--- src/inc/lhsup_cfg.svh ---
// Offsets, field positions, reset values and timing counts of the fallback supervisor.
`ifndef LHSUP_CFG_SVH
`define LHSUP_CFG_SVH
`define LHSUP_ADDR_CONTROL 8'h3C
`define LHSUP_ADDR_STATUS 8'h54
`define LHSUP_ADDR_DIAG 8'h5F
`define LHSUP_CTRL_PAT_HI 6
`define LHSUP_CTRL_PAT_LO 4
`define LHSUP_CTRL_TSEL_HI 3
`define LHSUP_CTRL_TSEL_LO 1
`define LHSUP_STATUS_ACTIVE_BIT 3
`define LHSUP_NV_DISABLE_BIT 2
`define LHSUP_PAT_REFRESH 3'b111
`define LHSUP_PAT_STEP1 3'b001
`define LHSUP_PAT_STEP2 3'b010
`define LHSUP_PAT_STEP3 3'b100
`define LHSUP_CTRL_RESET 8'h00
`define LHSUP_CLK_HZ 50000000
`define LHSUP_TIMEOUT_BASE_NS 5409600
`define LHSUP_TIMEOUT_BASE_CYC ((`LHSUP_TIMEOUT_BASE_NS * 64'd50) / 64'd1000)
`define LHSUP_FILTER_NS 20000
`define LHSUP_FILTER_CYC ((`LHSUP_FILTER_NS * 50) / 1000)
`define LHSUP_RESTART_OT 0
`define LHSUP_RESTART_UV 1
`define LHSUP_RESTART_OV 2
`endif

--- src/inc/lhsup_pkg.sv ---
// Types shared by the fallback supervisor files.
package lhsup_pkg;
    typedef enum logic [1:0] {
        LHSUP_RUN,
        LHSUP_FALLBACK,
        LHSUP_SILENT
    } lhsup_mode_type;
    typedef enum logic [1:0] {
        LHSUP_EXIT_IDLE,
        LHSUP_EXIT_ONE,
        LHSUP_EXIT_TWO
    } lhsup_exit_type;
endpackage

--- src/design/lhsup_filter.sv ---
// Debounce filter for one output-regulated status bit.
`include "lhsup_cfg.svh"
module lhsup_filter
    import lhsup_pkg::*;
#(
    parameter int FILTER_CYC = `LHSUP_FILTER_CYC
) (
    input wire logic clk,
    input wire logic rst,
    input wire logic clkEn,
    input wire logic inWindow,
    output logic regulated
);
    logic [15:0] count_reg, count_next;
    logic flag_reg, flag_next;
    logic sync1_reg, sync2_reg;

    always_comb begin
        count_next = count_reg;
        flag_next = flag_reg;
        if (sync2_reg == flag_reg) begin
            count_next = 16'h0000;
        end else if (count_reg >= 16'(FILTER_CYC)) begin
            flag_next = sync2_reg;
            count_next = 16'h0000;
        end else begin
            count_next = count_reg + 16'h0001;
        end
    end

    always_ff @(posedge clk) begin
        if (rst) begin
            count_reg <= 16'h0000;
            flag_reg <= 1'b0;
            sync1_reg <= 1'b0;
            sync2_reg <= 1'b0;
        end else if (clkEn) begin
            sync1_reg <= inWindow;
            sync2_reg <= sync1_reg;
            count_reg <= count_next;
            flag_reg <= flag_next;
        end
    end
    assign regulated = flag_reg;

    chk_set_after_filter: assert property (@(posedge clk) disable iff (rst)
        (clkEn && !flag_reg && flag_next) |-> count_reg >= 16'(FILTER_CYC))
        else $error("regulated flag changed before filter time");
    chk_clear_after_filter: assert property (@(posedge clk) disable iff (rst)
        $fell(flag_reg) |-> !$past(sync2_reg))
        else $error("regulated flag cleared while inside window");
endmodule

--- src/design/limp_home_supervisor.sv ---
// Fallback supervisor: refresh timer, fallback mode, exit sequence and fail-silent restart.
`include "lhsup_cfg.svh"
// Function
// - Set regulated bit only after output stays in window beyond filter time.
// - Clear regulated bit after output stays outside window beyond filter time.
// - Fail-silent state switches off all converter outputs.
// - Default restart: stay silent until enable pin cycles; host reconfigures.
// - Automatic restart leaves silent state when error clears, keeping configuration.
// - Per-source stored restart choice for over-temperature, undervoltage, overvoltage.
// - Lost refresh in normal operation enters fallback and loads stored settings.
// - Stored-configuration use mode keeps all converter outputs disabled.
// - Status register 54h bit 3 shows fallback mode.
// - Stored disable bit 2 stops the timer from ever triggering fallback.
// - Writing pattern 111 to register 3Ch restarts the timeout timer.
// - Timer expiry enters fallback; timeout doubles per code from 5.4096 ms.
// - In fallback only the control register is writable; others read-only.
// - Exit fallback by writing patterns 001, 010, 100 in order.
// - After complete exit, register writes are obeyed again immediately.
// - Exit keeps the register contents loaded for fallback mode.
// - Back in normal operation, full register access is restored.
// - Control register: pattern bits 6:4, timeout select bits 3:1, 7 and 0 reserved.
// - Fallback runs the same converter functions from loaded settings.
// - Clearing an error flag by diagnostic write does not release fail-silent.
module limp_home_supervisor
    import lhsup_pkg::*;
#(
    parameter int DATA_W = 8,
    parameter int CFG_W = 8,
    parameter longint TIMEOUT_BASE_CYC = `LHSUP_TIMEOUT_BASE_CYC,
    parameter int FILTER_CYC = `LHSUP_FILTER_CYC
) (
    input wire logic clk,
    input wire logic rst,
    input wire logic clkEn,
    input wire logic regWrite,
    input wire logic [7:0] regAddr,
    input wire logic [DATA_W-1:0] regWData,
    output logic [DATA_W-1:0] regRData,
    output logic writeAllowed,
    input wire logic [CFG_W-1:0] workCfg,
    input wire logic [CFG_W-1:0] nvFallbackCfg,
    input wire logic [7:0] nvMultiContent,
    input wire logic [2:0] nvAutoRestart,
    input wire logic nvUseMode,
    input wire logic overtempError,
    input wire logic supplyUnderFlag,
    input wire logic supplyOverFlag,
    input wire logic output1InWindow,
    input wire logic output2InWindow,
    output logic output1Regulated,
    output logic output2Regulated,
    output logic fallbackActive,
    output logic failSilent,
    output logic outputsEnable,
    output logic loadFallbackCfg,
    output logic [CFG_W-1:0] fallbackCfg
);
    lhsup_mode_type mode_reg, mode_next;
    lhsup_exit_type exit_reg, exit_next;
    logic [7:0] ctrl_reg, ctrl_next;
    logic [39:0] timer_reg, timer_next;
    logic [CFG_W-1:0] cfg_reg, cfg_next;
    logic [2:0] latch_reg, latch_next;
    logic load_reg, load_next;
    logic [2:0] errSync1_reg, errSync2_reg;
    logic nvSync1_reg, nvSync2_reg;
    logic [2:0] errNow;
    logic [2:0] pattern;
    logic [2:0] tsel;
    logic ctrlWrite;
    logic supervise;
    logic [39:0] timeoutCyc;
    logic expired;
    logic blocking;

    // ------------------------------------------------------------------
    // Output regulation filters
    // ------------------------------------------------------------------
    lhsup_filter #(.FILTER_CYC(FILTER_CYC)) filter1 (
        .clk(clk),
        .rst(rst),
        .clkEn(clkEn),
        .inWindow(output1InWindow),
        .regulated(output1Regulated)
    );
    lhsup_filter #(.FILTER_CYC(FILTER_CYC)) filter2 (
        .clk(clk),
        .rst(rst),
        .clkEn(clkEn),
        .inWindow(output2InWindow),
        .regulated(output2Regulated)
    );

    // ------------------------------------------------------------------
    // Decode and timer
    // ------------------------------------------------------------------
    assign errNow = errSync2_reg;
    assign pattern = regWData[`LHSUP_CTRL_PAT_HI:`LHSUP_CTRL_PAT_LO];
    assign tsel = ctrl_reg[`LHSUP_CTRL_TSEL_HI:`LHSUP_CTRL_TSEL_LO];
    assign ctrlWrite = regWrite && (regAddr == `LHSUP_ADDR_CONTROL);
    assign supervise = !nvMultiContent[`LHSUP_NV_DISABLE_BIT];
    assign timeoutCyc = 40'(TIMEOUT_BASE_CYC) << tsel;
    assign expired = supervise && (timer_reg >= timeoutCyc - 40'h0000_0000_01);
    assign blocking = (mode_reg == LHSUP_FALLBACK);

    always_comb begin
        mode_next = mode_reg;
        exit_next = exit_reg;
        ctrl_next = ctrl_reg;
        timer_next = timer_reg;
        cfg_next = cfg_reg;
        latch_next = latch_reg;
        load_next = 1'b0;
        if (ctrlWrite) begin
            ctrl_next = {1'b0, regWData[6:1], 1'b0};
        end
        if (mode_reg == LHSUP_RUN && ctrlWrite && pattern == `LHSUP_PAT_REFRESH) begin
            timer_next = 40'h00_0000_0000;
        end else if (mode_reg == LHSUP_RUN && supervise) begin
            timer_next = timer_reg + 40'h00_0000_0001;
        end else begin
            timer_next = 40'h00_0000_0000;
        end
        case (mode_reg)
            LHSUP_RUN: begin
                if (expired) begin
                    mode_next = LHSUP_FALLBACK;
                    cfg_next = nvFallbackCfg;
                    load_next = 1'b1;
                    exit_next = LHSUP_EXIT_IDLE;
                end
            end
            LHSUP_FALLBACK: begin
                if (ctrlWrite) begin
                    case (exit_reg)
                        LHSUP_EXIT_IDLE: begin
                            exit_next = (pattern == `LHSUP_PAT_STEP1) ? LHSUP_EXIT_ONE
                                : LHSUP_EXIT_IDLE;
                        end
                        LHSUP_EXIT_ONE: begin
                            exit_next = (pattern == `LHSUP_PAT_STEP2) ? LHSUP_EXIT_TWO
                                : LHSUP_EXIT_IDLE;
                        end
                        LHSUP_EXIT_TWO: begin
                            exit_next = LHSUP_EXIT_IDLE;
                            if (pattern == `LHSUP_PAT_STEP3) begin
                                mode_next = LHSUP_RUN;
                            end
                        end
                        default: begin
                            exit_next = LHSUP_EXIT_IDLE;
                        end
                    endcase
                end
            end
            LHSUP_SILENT: begin
                if ((latch_reg & ~nvAutoRestart) == 3'b000 && errNow == 3'b000) begin
                    mode_next = LHSUP_RUN;
                end
            end
            default: begin
                mode_next = LHSUP_RUN;
            end
        endcase
        if (errNow != 3'b000) begin
            mode_next = LHSUP_SILENT;
            latch_next = latch_reg | errNow;
        end
    end

    always_ff @(posedge clk) begin
        if (rst) begin
            mode_reg <= LHSUP_RUN;
            exit_reg <= LHSUP_EXIT_IDLE;
            ctrl_reg <= `LHSUP_CTRL_RESET;
            timer_reg <= 40'h00_0000_0000;
            cfg_reg <= '0;
            latch_reg <= 3'b000;
            load_reg <= 1'b0;
            errSync1_reg <= 3'b000;
            errSync2_reg <= 3'b000;
            nvSync1_reg <= 1'b0;
            nvSync2_reg <= 1'b0;
        end else if (clkEn) begin
            errSync1_reg <= {supplyOverFlag, supplyUnderFlag, overtempError};
            errSync2_reg <= errSync1_reg;
            nvSync1_reg <= nvUseMode;
            nvSync2_reg <= nvSync1_reg;
            mode_reg <= mode_next;
            exit_reg <= exit_next;
            ctrl_reg <= ctrl_next;
            timer_reg <= timer_next;
            cfg_reg <= cfg_next;
            latch_reg <= latch_next;
            load_reg <= load_next;
        end
    end

    // ------------------------------------------------------------------
    // Register read and outputs
    // ------------------------------------------------------------------
    always_comb begin
        regRData = '0;
        if (regAddr == `LHSUP_ADDR_STATUS) begin
            regRData[`LHSUP_STATUS_ACTIVE_BIT] = blocking;
        end else if (regAddr == `LHSUP_ADDR_CONTROL) begin
            regRData = DATA_W'(ctrl_reg);
        end
    end
    assign writeAllowed = !blocking || (regAddr == `LHSUP_ADDR_CONTROL);
    assign fallbackActive = blocking;
    assign failSilent = (mode_reg == LHSUP_SILENT);
    assign outputsEnable = !failSilent && !nvSync2_reg;
    assign loadFallbackCfg = load_reg;
    assign fallbackCfg = cfg_reg;

    chk_expiry_enters: assert property (@(posedge clk) disable iff (rst)
        (clkEn && mode_reg == LHSUP_RUN && expired && errNow == 3'b000)
        |=> (mode_reg == LHSUP_FALLBACK && loadFallbackCfg && fallbackCfg == $past(nvFallbackCfg)))
        else $error("timer expiry did not enter fallback with stored settings");
    chk_refresh_clears: assert property (@(posedge clk) disable iff (rst)
        (clkEn && mode_reg == LHSUP_RUN && ctrlWrite && pattern == `LHSUP_PAT_REFRESH)
        |=> timer_reg == 40'h00_0000_0000)
        else $error("refresh write did not restart the timer");
    chk_disable_stops: assert property (@(posedge clk) disable iff (rst)
        (clkEn && mode_reg == LHSUP_RUN && !supervise) |=> mode_reg != LHSUP_FALLBACK)
        else $error("disabled supervision entered fallback");
    chk_status_bit: assert property (@(posedge clk) disable iff (rst)
        regAddr == `LHSUP_ADDR_STATUS
        |-> regRData[`LHSUP_STATUS_ACTIVE_BIT] == (mode_reg == LHSUP_FALLBACK))
        else $error("status bit does not follow fallback mode");
    chk_write_lock: assert property (@(posedge clk) disable iff (rst)
        (fallbackActive && regAddr != `LHSUP_ADDR_CONTROL) |-> !writeAllowed)
        else $error("write allowed to locked register in fallback");
    chk_exit_seq: assert property (@(posedge clk) disable iff (rst)
        (clkEn && mode_reg == LHSUP_FALLBACK && ctrlWrite && exit_reg == LHSUP_EXIT_ONE
        && pattern != `LHSUP_PAT_STEP2 && errNow == 3'b000) |=> exit_reg == LHSUP_EXIT_IDLE)
        else $error("wrong exit write did not abandon the sequence");
    chk_exit_keeps: assert property (@(posedge clk) disable iff (rst)
        ($past(mode_reg) == LHSUP_FALLBACK && mode_reg == LHSUP_RUN)
        |-> (fallbackCfg == $past(fallbackCfg) && writeAllowed))
        else $error("exit lost loaded settings or access");
    chk_silent_off: assert property (@(posedge clk) disable iff (rst)
        failSilent |-> !outputsEnable)
        else $error("outputs enabled in fail-silent state");
    chk_manual_hold: assert property (@(posedge clk) disable iff (rst)
        (failSilent && (latch_reg & ~nvAutoRestart) != 3'b000) |=> failSilent)
        else $error("left fail-silent without enable cycling");
endmodule

--- config.mk ---
export PLATFORM = sky130hd
export DESIGN_NAME = limp_home_supervisor
export DESIGN_NICKNAME = d
export VERILOG_FILES = /design/src/inc/lhsup_pkg.sv /design/src/design/lhsup_filter.sv /design/src/design/limp_home_supervisor.sv
export VERILOG_INCLUDE_DIRS = /design/src /design/src/inc
export SDC_FILE = /design/constraint.sdc
export NUM_CORES = 1
export LEC_CHECK = 0
export BUFFER_PORTS_ARGS = -buffer_cell sky130_fd_sc_hd__buf_2
export CAP_MARGIN = 15
export CORE_ASPECT_RATIO = 1.25
export CORE_UTILIZATION = 52
export DETAILED_ROUTE_END_ITERATION = 12
export PLACE_DENSITY = 0.76
export SLEW_MARGIN = 20
export SYNTH_ARGS = -nofsm -noshare
export SYNTH_HDL_FRONTEND = slang
export SYNTH_SLANG_ARGS = --single-unit
--- constraint.sdc ---
create_clock -name clk -period 3.7 [get_ports clk]
set_input_delay 0.185 -clock clk [delete_from_list [all_inputs] [get_ports clk]]
set_output_delay 0.185 -clock clk [all_outputs]
set_load 0.03 [all_outputs]
==> impl_metrics.ini, run 1 <==
[run_status]
outcome = complete, no violations

[timing]
final.setup.worst_slack_ns = 0.152
worst_pin_slew_ns = 0.667
max_freq_ghz = 0.282
hold_violations = 0
fin_crit_ns = 3.55
setup_viol = 0
drv_slew = 0
timing.final.crit_share_pct = 95.9
slew_headroom_pct = 55.4
finalClockSkew_ns = 0.00481

[clock_tree]
cts_tree = done
post-cts-setup-buffer-count = 0
cts_max_path_buffers = 2
cts-htree-levels = 3
clock_latency_ns = 0.34
cts_sinks = 108
holdBufCountCts = 0
cts_buffers = 9
root_buffer = clkbuf_16
clkTransAtPathRegs_ns = 0.07

[synth]
synthTopCellsByCount = 108 x dfxtp_1, 105 x nor2_1, 64 x nand2_1, 45 x a21oi_1, 31 x ha_1
ys_ff_latch = 108
synth_area_leader_cell = dfxtp_1
synthArstFlopShare_pct = 0
synth_top_area_share_pct = 38.5
synth_edf_count = 0
ys_warn_count = 0
synth_ff_type = dfxtp_1
yosys.area_share.simple_pct = 28.2
synth_most_common_cell = dfxtp_1
syn_inst = 674
synth_xor_area_share_pct = 6.09
synth.area.mux_share_pct = 4.84
netlist_area_um2 = 5610
synth_fa_ha_area_share_pct = 6.91
synth_top_family_by_area = simple AND/OR/NAND/NOR gates
synth-compound-area-share_pct = 11.5
synth-seq-area-share_pct = 38.5
synth_area_leaders = dfxtp_1 39%, nor2_1 7.0%, ha_1 6.9%
avgSynthCellArea_um2 = 8.33
synth.distinct_cells = 61

[detailed_routing]
wl_per_cell_um = 14.5
ant_nets = 0
drcViolationCount = 0
drt_iter0_markers = 272
top_layer = met4
dr_wl_met3_um = 485
dr.pass1.iters = 5
num_vias = 4879
wl_met2_um = 6430
wirelength_um = 12500
wl_met1_um = 5270
vias_per_cell = 5.65

[setup_path]
cp.arrival_ns = 3.79
crit_type = flop to flop
critPathRequiredTime_ns = 3.94
critPathLaunchType = flop
critPathCaptureType = flop
crit_fanout = 9

[floorplanning]
dieArea_um2 = 11200
core-area_um2 = 10600
die_h_um = 118
io_pins = 76
die_width_um = 94.9
start_util_pct = 53.1
rows = 42

[power_and_ir_drop]
pwr-share-comb_pct = 4.8
pwr-share-seq_pct = 53.4
power_density_nw_per_um2 = 345
p_leak_nw = 2.59
internal_power_mw = 1.71
p_clk_share_pct = 41.8
p_switching_mw = 0.498
total_power_mw = 2.20
p_sw_share_pct = 22.6
vdd_ir_drop_max_mv = 0.258

[layout]
regArea_um2 = 2170
synthToLayoutAreaGrowth_pct = 13.8
antenna_cells = 0
fin_nets = 811
fill_cells = 908
instances_no_fill = 864
largest_reg_flops = 40
multi_input_area_um2 = 3300
final_area_um2 = 6380
post_route_cells_drive_above_1_share_pct = 14.5

[grt]
grt_max_degree = 52
grt_pass1_vias = 4823
grt.overflow.total = 0
grt_usage_pct = 23.6
grt_first_pass_wirelength_um = 21100
antenna_found_initial = 0

[run]
drv_cap = 0

[placement]
place.gp.congestion = 0.889
dp_cells = 848
dp_hpwl_um = 9220
pre_cts_ws_ns = -0.0620
io_buffers = 56
post_dp_cell_area_um2 = 6030

[min_path]
min_path_type = input port to flop
-- power groups by stage --
stage	logic, mW	clock network, mW	registers [mW]
finish	0.107	0.921	1.18
CTS	0.107	0.937	1.18
floorplan	0.0710	0	1.20
global route	0.119	0.985	1.18
detailed placement	0.106	0	1.20
global placement	0.102	0	1.20
-- cell families after synthesis --
logic type               count (synthesis)
other                                    1
AO/OA/AOI/OAI                          106
multiplexers                            27
XOR/XNOR                                39
buffers and inverters                   48
adder cells (fa/ha/maj)                 31
AND/OR/NAND/NOR                        314
flip-flops                             108
-- cell type report --
cell class                 count  share of cell area, %
clock inverter                 4                  0.510
sequential                   108                   33.9
multi-input combinational    519                   51.7
timing repair buffer          69                   6.11
clock buffer                  12                   4.02
tap                          132                   2.59
inverter                      20                   1.18
-- cell usage in the layout, fill, tap and decap left out, types with 6 or more instances in the layout --
cell type    n
and3_1      13
xor2_1      24
nor2_1     104
dfxtp_1    106
nor3b_1      6
nor4_1       6
and2_1      17
clkbuf_16    9
mux2i_1     26
o21ai_0     24
nor3_1      11
a21oi_1     45
nand3_1     27
nand2_1     63
nand2b_1     7
buf_4       12
buf_2       56
xnor2_1     15
ha_1        30
and4_1       6
nand4_1     18
inv_1       17
-- per-layer routing --
metal | track usage [%] | vias up
li1 | - | 2467
met1 | 26.8 | 2268
met2 | 41.9 | 116
met3 | 3.80 | 28
met4 | 11.1 | 0
met5 | 0 | -
-- repair_timing --
| item | 4_1_cts | 5_1_grt |
|---|---|---|
| pin swaps | 0 | 3 |
| endpoints found under the hold margin | 0 | 0 |
| resized for setup | 2 | 15 |
| endpoints found under the setup margin | 9 | 12 |
-- metrics by stage --
| step | setup TNS, ns | hold WS [ns] | utilization, % |
|---|---|---|---|
| final | 0 | 0.0817 | 60.4 |
| after global routing | -0.0296 | 0.0880 | 60.4 |
| after CTS | 0 | 0.0764 | 59.9 |
| after detailed placement | -0.296 | 0.440 | 57.1 |
| after global placement | 0 | 0.423 | 57.1 |
| after floorplan | 0 | 0.327 | - |
-- critical path: stages (launching register included) --
cell	delay, ns
dfxtp_2	0.35
inv_2	0.08
ha_1	0.22
or4b_4	0.54
nor3_4	0.21
a21oi_1	0.06
nand2b_4	0.17
nor2_4	0.09
mux2_1	0.32
ha_1	0.29
nand2_2	0.08
nor3_4	0.05
a221oi_4	0.29
nand4_1	0.16
and3_4	0.21
buf_12	0.14
o21a_1	0.17
-- worst paths after layout --
kind	startpoint	to	slack [ns]	cells past startpoint
max	ctrl_reg[2]	loadFallbackCfg	0.15	16
min	overtempError	errSync1_reg[0]	0.08	3
max reg2reg	ctrl_reg[2]	loadFallbackCfg	0.15	16
min reg2reg	fallbackCfg[3]	fallbackCfg[3]	0.46	2
(Power assumes the default switching activity.)
==> run 2: changes to the inputs <==
Settings changed: BUFFER_PORTS_ARGS -buffer_cell sky130_fd_sc_hd__buf_2 to default, CORE_UTILIZATION 52 to 58, DONT_BUFFER_PORTS from default to 1.
==> run 2 against run 1 <==
  * Power up 3.4%
  * Non-clock buffer count down 35
  * Clock skew up 0.00078 ns
  * Final area down 1.0%
  * Register-to-register slack about the same
  * Critical path type unchanged
==> impl_metrics.ini, run 2 (same netlist as run 1, synthesis figures left out) <==
[detailed_routing]
vias_per_cell = 5.90
wl_per_cell_um = 16.1
num_vias = 4840
ant_nets = 0
wirelength_um = 13200
drt_iter0_markers = 254
dr.pass1.iters = 5
drcViolationCount = 0

[placement]
io_buffers = 0
place.gp.congestion = 0.907
dp_hpwl_um = 9030

[run_status]
outcome = complete, no violations

[clock_tree]
clkTransAtPathRegs_ns = 0.08
cts_tree = done
cts-htree-levels = 3
cts_buffers = 9
cts_sinks = 108
clock_latency_ns = 0.35
root_buffer = clkbuf_16
cts_max_path_buffers = 2

[timing]
hold_violations = 0
fin_crit_ns = 3.56
holdWs_ns = 0.00275
finalClockSkew_ns = 0.00559
worst_pin_slew_ns = 0.724
setup_viol = 0
slew_headroom_pct = 51.6
setup_tns_ns = 0
max_freq_ghz = 0.281
timing.final.crit_share_pct = 96.2
drv_slew = 0

[layout]
largest_reg_flops = 40
fin_util_pct = 68.2
post_route_cells_drive_above_1_share_pct = 7.46
final_common_cell = dfxtp_1
antenna_cells = 0
fill_cells = 756
fin_nets = 776
synthToLayoutAreaGrowth_pct = 12.6
final_cell_mix = 106 x dfxtp_1, 104 x nor2_1, 64 x nand2_1, 45 x a21oi_1, 30 x ha_1

[setup_path]
timing.rr.start = ctrl_reg[1]
cp.arrival_ns = 3.84
r2r_slack_ns = 0.14
critPathCaptureType = flop
crit_fanout = 9
critPathRequiredTime_ns = 3.98
r2r-end = fallbackCfg[2]
critPathLaunchType = flop
r2r_cells = 15
crit_type = flop to flop

[min_path]
min_path_type = input port to flop
hold_end = errSync1_reg[0]
hp-start = overtempError
worstHoldPathCells = 2

[grt]
grt.overflow.total = 0
grt_pass1_vias = 4850
grt_max_degree = 47
grt_usage_pct = 27.0
antenna_found_initial = 0
grt_first_pass_wirelength_um = 22200

[power_and_ir_drop]
total_power_mw = 2.28
vdd_ir_drop_max_mv = 0.373
power_density_nw_per_um2 = 361
p_leak_nw = 2.44

[floorplanning]
die_width_um = 90.0
start_util_pct = 60.5
dieArea_um2 = 10100
die_h_um = 112
core-area_um2 = 9270
io_pins = 76
rows = 39

[run]
drv_cap = 0
[run 2: cell types whose count changed in the layout (fill, tap and decap cells not counted), sizes merged]
cell | previous run | this run
clkbuf | 12 | 9
dlygate4sd3 | 0 | 18
bufinv | 0 | 1
inv | 20 | 22
buf | 69 | 16
[run 2: through the flow]
step | setup WS (ns) | instances | area, um^2
floorplan | 0.198 | 675 | 5620
global placement | 0.0967 | 784 | 5740
detailed placement | -0.0216 | 784 | 5740
CTS | 0.0248 | 819 | 6290
global route | -0.0403 | 820 | 6320
finish | 0.141 | 820 | 6320
[run 2: routing by layer]
metal | wire [um] | global-route usage [%]
met1 | 5180 | 30.3
met2 | 6860 | 49.0
met3 | 670 | 4.71
met4 | 452 | 13.8
met5 | 0 | 0
[run 2: cell type report]
cell class,instances,area [um^2],share of cell area [%]
tap,123,154,2.44
timing repair buffer,34,323,5.11
inverter,20,75.1,1.19
clock buffer,9,225,3.56
multi-input combinational,519,3290,52.0
clock inverter,7,91.3,1.45
sequential,108,2160,34.3
[run 2: worst max-delay path by stage]
stage           startpoint         endpoint  slack, ns  cells after the start
4_1_cts        ctrl_reg[2]  loadFallbackCfg       0.02                     16
5_1_grt        ctrl_reg[1]   fallbackCfg[2]      -0.04                     15
3_3_place_gp   ctrl_reg[1]   fallbackCfg[7]        0.1                     16
6_report       ctrl_reg[1]   fallbackCfg[2]       0.14                     15
2_1_floorplan  ctrl_reg[1]  loadFallbackCfg       0.20                     16
3_5_place_dp   ctrl_reg[1]   fallbackCfg[7]      -0.02                     16
[run 2: power by group]
| part | internal [mW] | switching [mW] | leakage (nW) |
|---|---|---|---|
| registers | 1.17 | 0.00642 | 0.873 |
| logic | 0.0377 | 0.0577 | 1.42 |
| clock network | 0.542 | 0.466 | 0.151 |
[run 2: worst max-delay path, stage by stage, from the launching register on]
cell and delay (ns):
dfxtp_2 0.34, buf_4 0.16, ha_1 0.20, or3_1 0.31
a2111oi_1 0.51, buf_4 0.20, xnor2_1 0.06, a22oi_1 0.23
ha_1 0.25, nor3_1 0.07, a211oi_1 0.27, o2111ai_1 0.18
nand4_1 0.16, and3_4 0.21, buf_12 0.13, mux2i_1 0.20
[run 2: repair_timing]
action / CTS / global route
pin swaps: 1 / 2
endpoints found under the hold margin: 56 / 0
hold buffers: 19 / 0
endpoints found under the setup margin: 9 / 10
gates resized for setup: 5 / 8
cloned: 0 / 0
setup buffers: 0 / 1
==> run 3: changes to the inputs <==
Settings changed: CORE_MARGIN from default to 2.
Clock period 3.7 ns to 2.9 ns, I/O delays scaled along.
==> run 3 against run 2 <==
  * The flow now finishes with violations (negative setup slack)
  * Clock skew increased by 0.0016 ns
  * Flip-flop and latch count is the same
  * Critical path depth grew 1
  * Register-to-register slack lost 0.66 ns
  * Combinational power increased by 43%
  * Via count is 2.2% higher
  * Routed wire length grew 1.9%
  * Clock power up 20%
  * Largest cell class unchanged
  * Largest power group unchanged
==> impl_metrics.ini, run 3 (same netlist as run 1, synthesis figures left out) <==
[grt]
grt_max_degree = 47
grt_pass1_vias = 4974
antenna_found_initial = 0
grt_first_pass_wirelength_um = 22300
grt.overflow.total = 0
grt_usage_pct = 26.3

[layout]
multi_input_area_um2 = 3370
final_common_cell = dfxtp_1
synthToLayoutAreaGrowth_pct = 16.8
largest_reg_flops = 40
post_route_cells_drive_above_1_share_pct = 11.2
final_cell_mix = 106 x dfxtp_1, 104 x nor2_1, 63 x nand2_1, 44 x a21oi_1
regArea_um2 = 2170
antenna_cells = 0
fill_cells = 756
final_area_um2 = 6560
fin_nets = 795

[floorplanning]
core-area_um2 = 9510
rows = 40
die_h_um = 114
io_pins = 76
die_width_um = 92.0
dieArea_um2 = 10500
start_util_pct = 59.0

[placement]
dp_hpwl_um = 9380
pre_cts_ws_ns = -0.630
post_dp_cell_area_um2 = 5930
io_buffers = 0
place.gp.congestion = 0.905

[min_path]
worstHoldPathCells = 2
hold_end = exit_reg[0]
min_path_type = input port to flop
hp-start = clkEn

[setup_path]
cpMaxStageDelayCell = or4b_4
cp.arrival_ns = 3.69
critPathRequiredTime_ns = 3.17
cpPeakStageDelay_ns = 0.46
crit_fanout = 5
critPathCaptureType = flop
r2r-end = fallbackCfg[3]
timing.rr.start = ctrl_reg[2]
r2r_cells = 16
crit_chain = inv_4 -> ha_4 -> or4b_4 -> nor3_4 -> a21oi_2 -> nand2b_4 -> nor2_4 -> mux2_4 -> ha_4 -> nand2_4 -> nor3_4 -> buf_6 -> a221oi_4 -> nand4_1 -> and3_4 -> mux2i_1
crit_type = flop to flop
critPathLaunchType = flop
r2r_slack_ns = -0.52

[run]
drv_cap = 0

[power_and_ir_drop]
p_sw_share_pct = 24.3
total_power_mw = 2.85
internal_power_mw = 2.15
p_leak_nw = 2.55
p_clk_share_pct = 42.5
vdd_ir_drop_max_mv = 0.299
pwr-share-seq_pct = 52.7
p_switching_mw = 0.692
pwr-share-comb_pct = 4.8
power_density_nw_per_um2 = 434

[timing]
slew_headroom_pct = 46.9
setup_viol = 12
max_freq_ghz = 0.293
rsz0062_at_grt = true
timing.final.crit_share_pct = 118
fin_crit_ns = 3.42
final.setup.worst_slack_ns = -0.519
hold_violations = 0
worst_pin_slew_ns = 0.793
drv_slew = 0
finalClockSkew_ns = 0.00720

[run_status]
violations = negative setup slack
outcome = complete, but fails checks

[clock_tree]
root_buffer = clkbuf_16
clock_latency_ns = 0.35
cts_buffers = 9
cts_sinks = 108
cts-htree-levels = 3
cts_max_path_buffers = 2
clkTransAtPathRegs_ns = 0.08
cts_tree = done

[detailed_routing]
drt_iter0_markers = 223
dr.pass1.iters = 5
ant_nets = 0
num_vias = 4948
vias_per_cell = 5.88
drcViolationCount = 0
wirelength_um = 13400
wl_per_cell_um = 15.9
==> run 3: worst max-delay path by stage <==
stage | slack (ns) | endpoint | start
after detailed placement | -0.63 | fallbackCfg[3] | ctrl_reg[2]
after floorplan | -0.40 | loadFallbackCfg | ctrl_reg[1]
after global placement | -0.48 | fallbackCfg[2] | ctrl_reg[2]
final | -0.52 | fallbackCfg[3] | ctrl_reg[2]
after CTS | -0.54 | fallbackCfg[3] | ctrl_reg[2]
after global routing | -0.67 | fallbackCfg[3] | ctrl_reg[2]
==> run 3: routing by layer <==
layer | global-route usage (%) | routed length, um | vias up | part of all wire, %
li1 | - | - | 2434 | -
met1 | 29.5 | 5290 | 2333 | 39
met2 | 47.1 | 6910 | 139 | 51
met3 | 4.29 | 622 | 42 | 4.6
met4 | 15.1 | 597 | 0 | 4.4
met5 | 0 | 0 | - | 0
==> run 3: per-stage QoR <==
step	std cells	util, %	setup TNS, ns	hold WS, ns
after floorplan	675	-	-4.01	0.287
after global placement	800	62.4	-5.41	0.221
after detailed placement	800	62.4	-6.66	0.224
after CTS	840	68.6	-5.57	0.00595
after global routing	842	69.0	-7.32	0.0101
final	842	69.0	-5.39	0.00984
==> run 3: final cells by class <==
type | count | share of cell area (%)
clock buffers | 9 | 3.43
repair buffers | 52 | 7.38
inverters | 20 | 1.22
flip-flops and latches | 108 | 33.1
clock inverters | 7 | 1.07
well taps | 126 | 2.40
multi-input cells | 520 | 51.4
==> run 3: worst max-delay path, delay by kind of cell (launching register included) <==
family / cells / cell delay, ns
flip-flops: 1 / 0.38
adder cells (fa/ha/maj): 2 / 0.54
AO/OA/AOI/OAI: 2 / 0.09
multiplexers: 2 / 0.55
buffers and inverters: 2 / 0.18
AND/OR/NAND/NOR: 8 / 1.60
==> run 3: power by group through the flow <==
| stage | registers (mW) | clock network, mW | logic (mW) |
|---|---|---|---|
| CTS | 1.50 | 1.23 | 0.135 |
| finish | 1.50 | 1.21 | 0.136 |
| global placement | 1.54 | 0 | 0.0849 |
| floorplan | 1.53 | 0 | 0.0907 |
| global route | 1.50 | 1.28 | 0.149 |
| detailed placement | 1.54 | 0 | 0.0885 |
==> run 3: what timing repair did <==
item | CTS | global route
endpoints found under the hold margin | 56 | 0
setup buffers | 1 | 2
pin swaps | 11 | 8
setup endpoints to repair | 12 | 12
resized for setup | 10 | 7
cloned | 1 | 0
hold buffers | 23 | 0
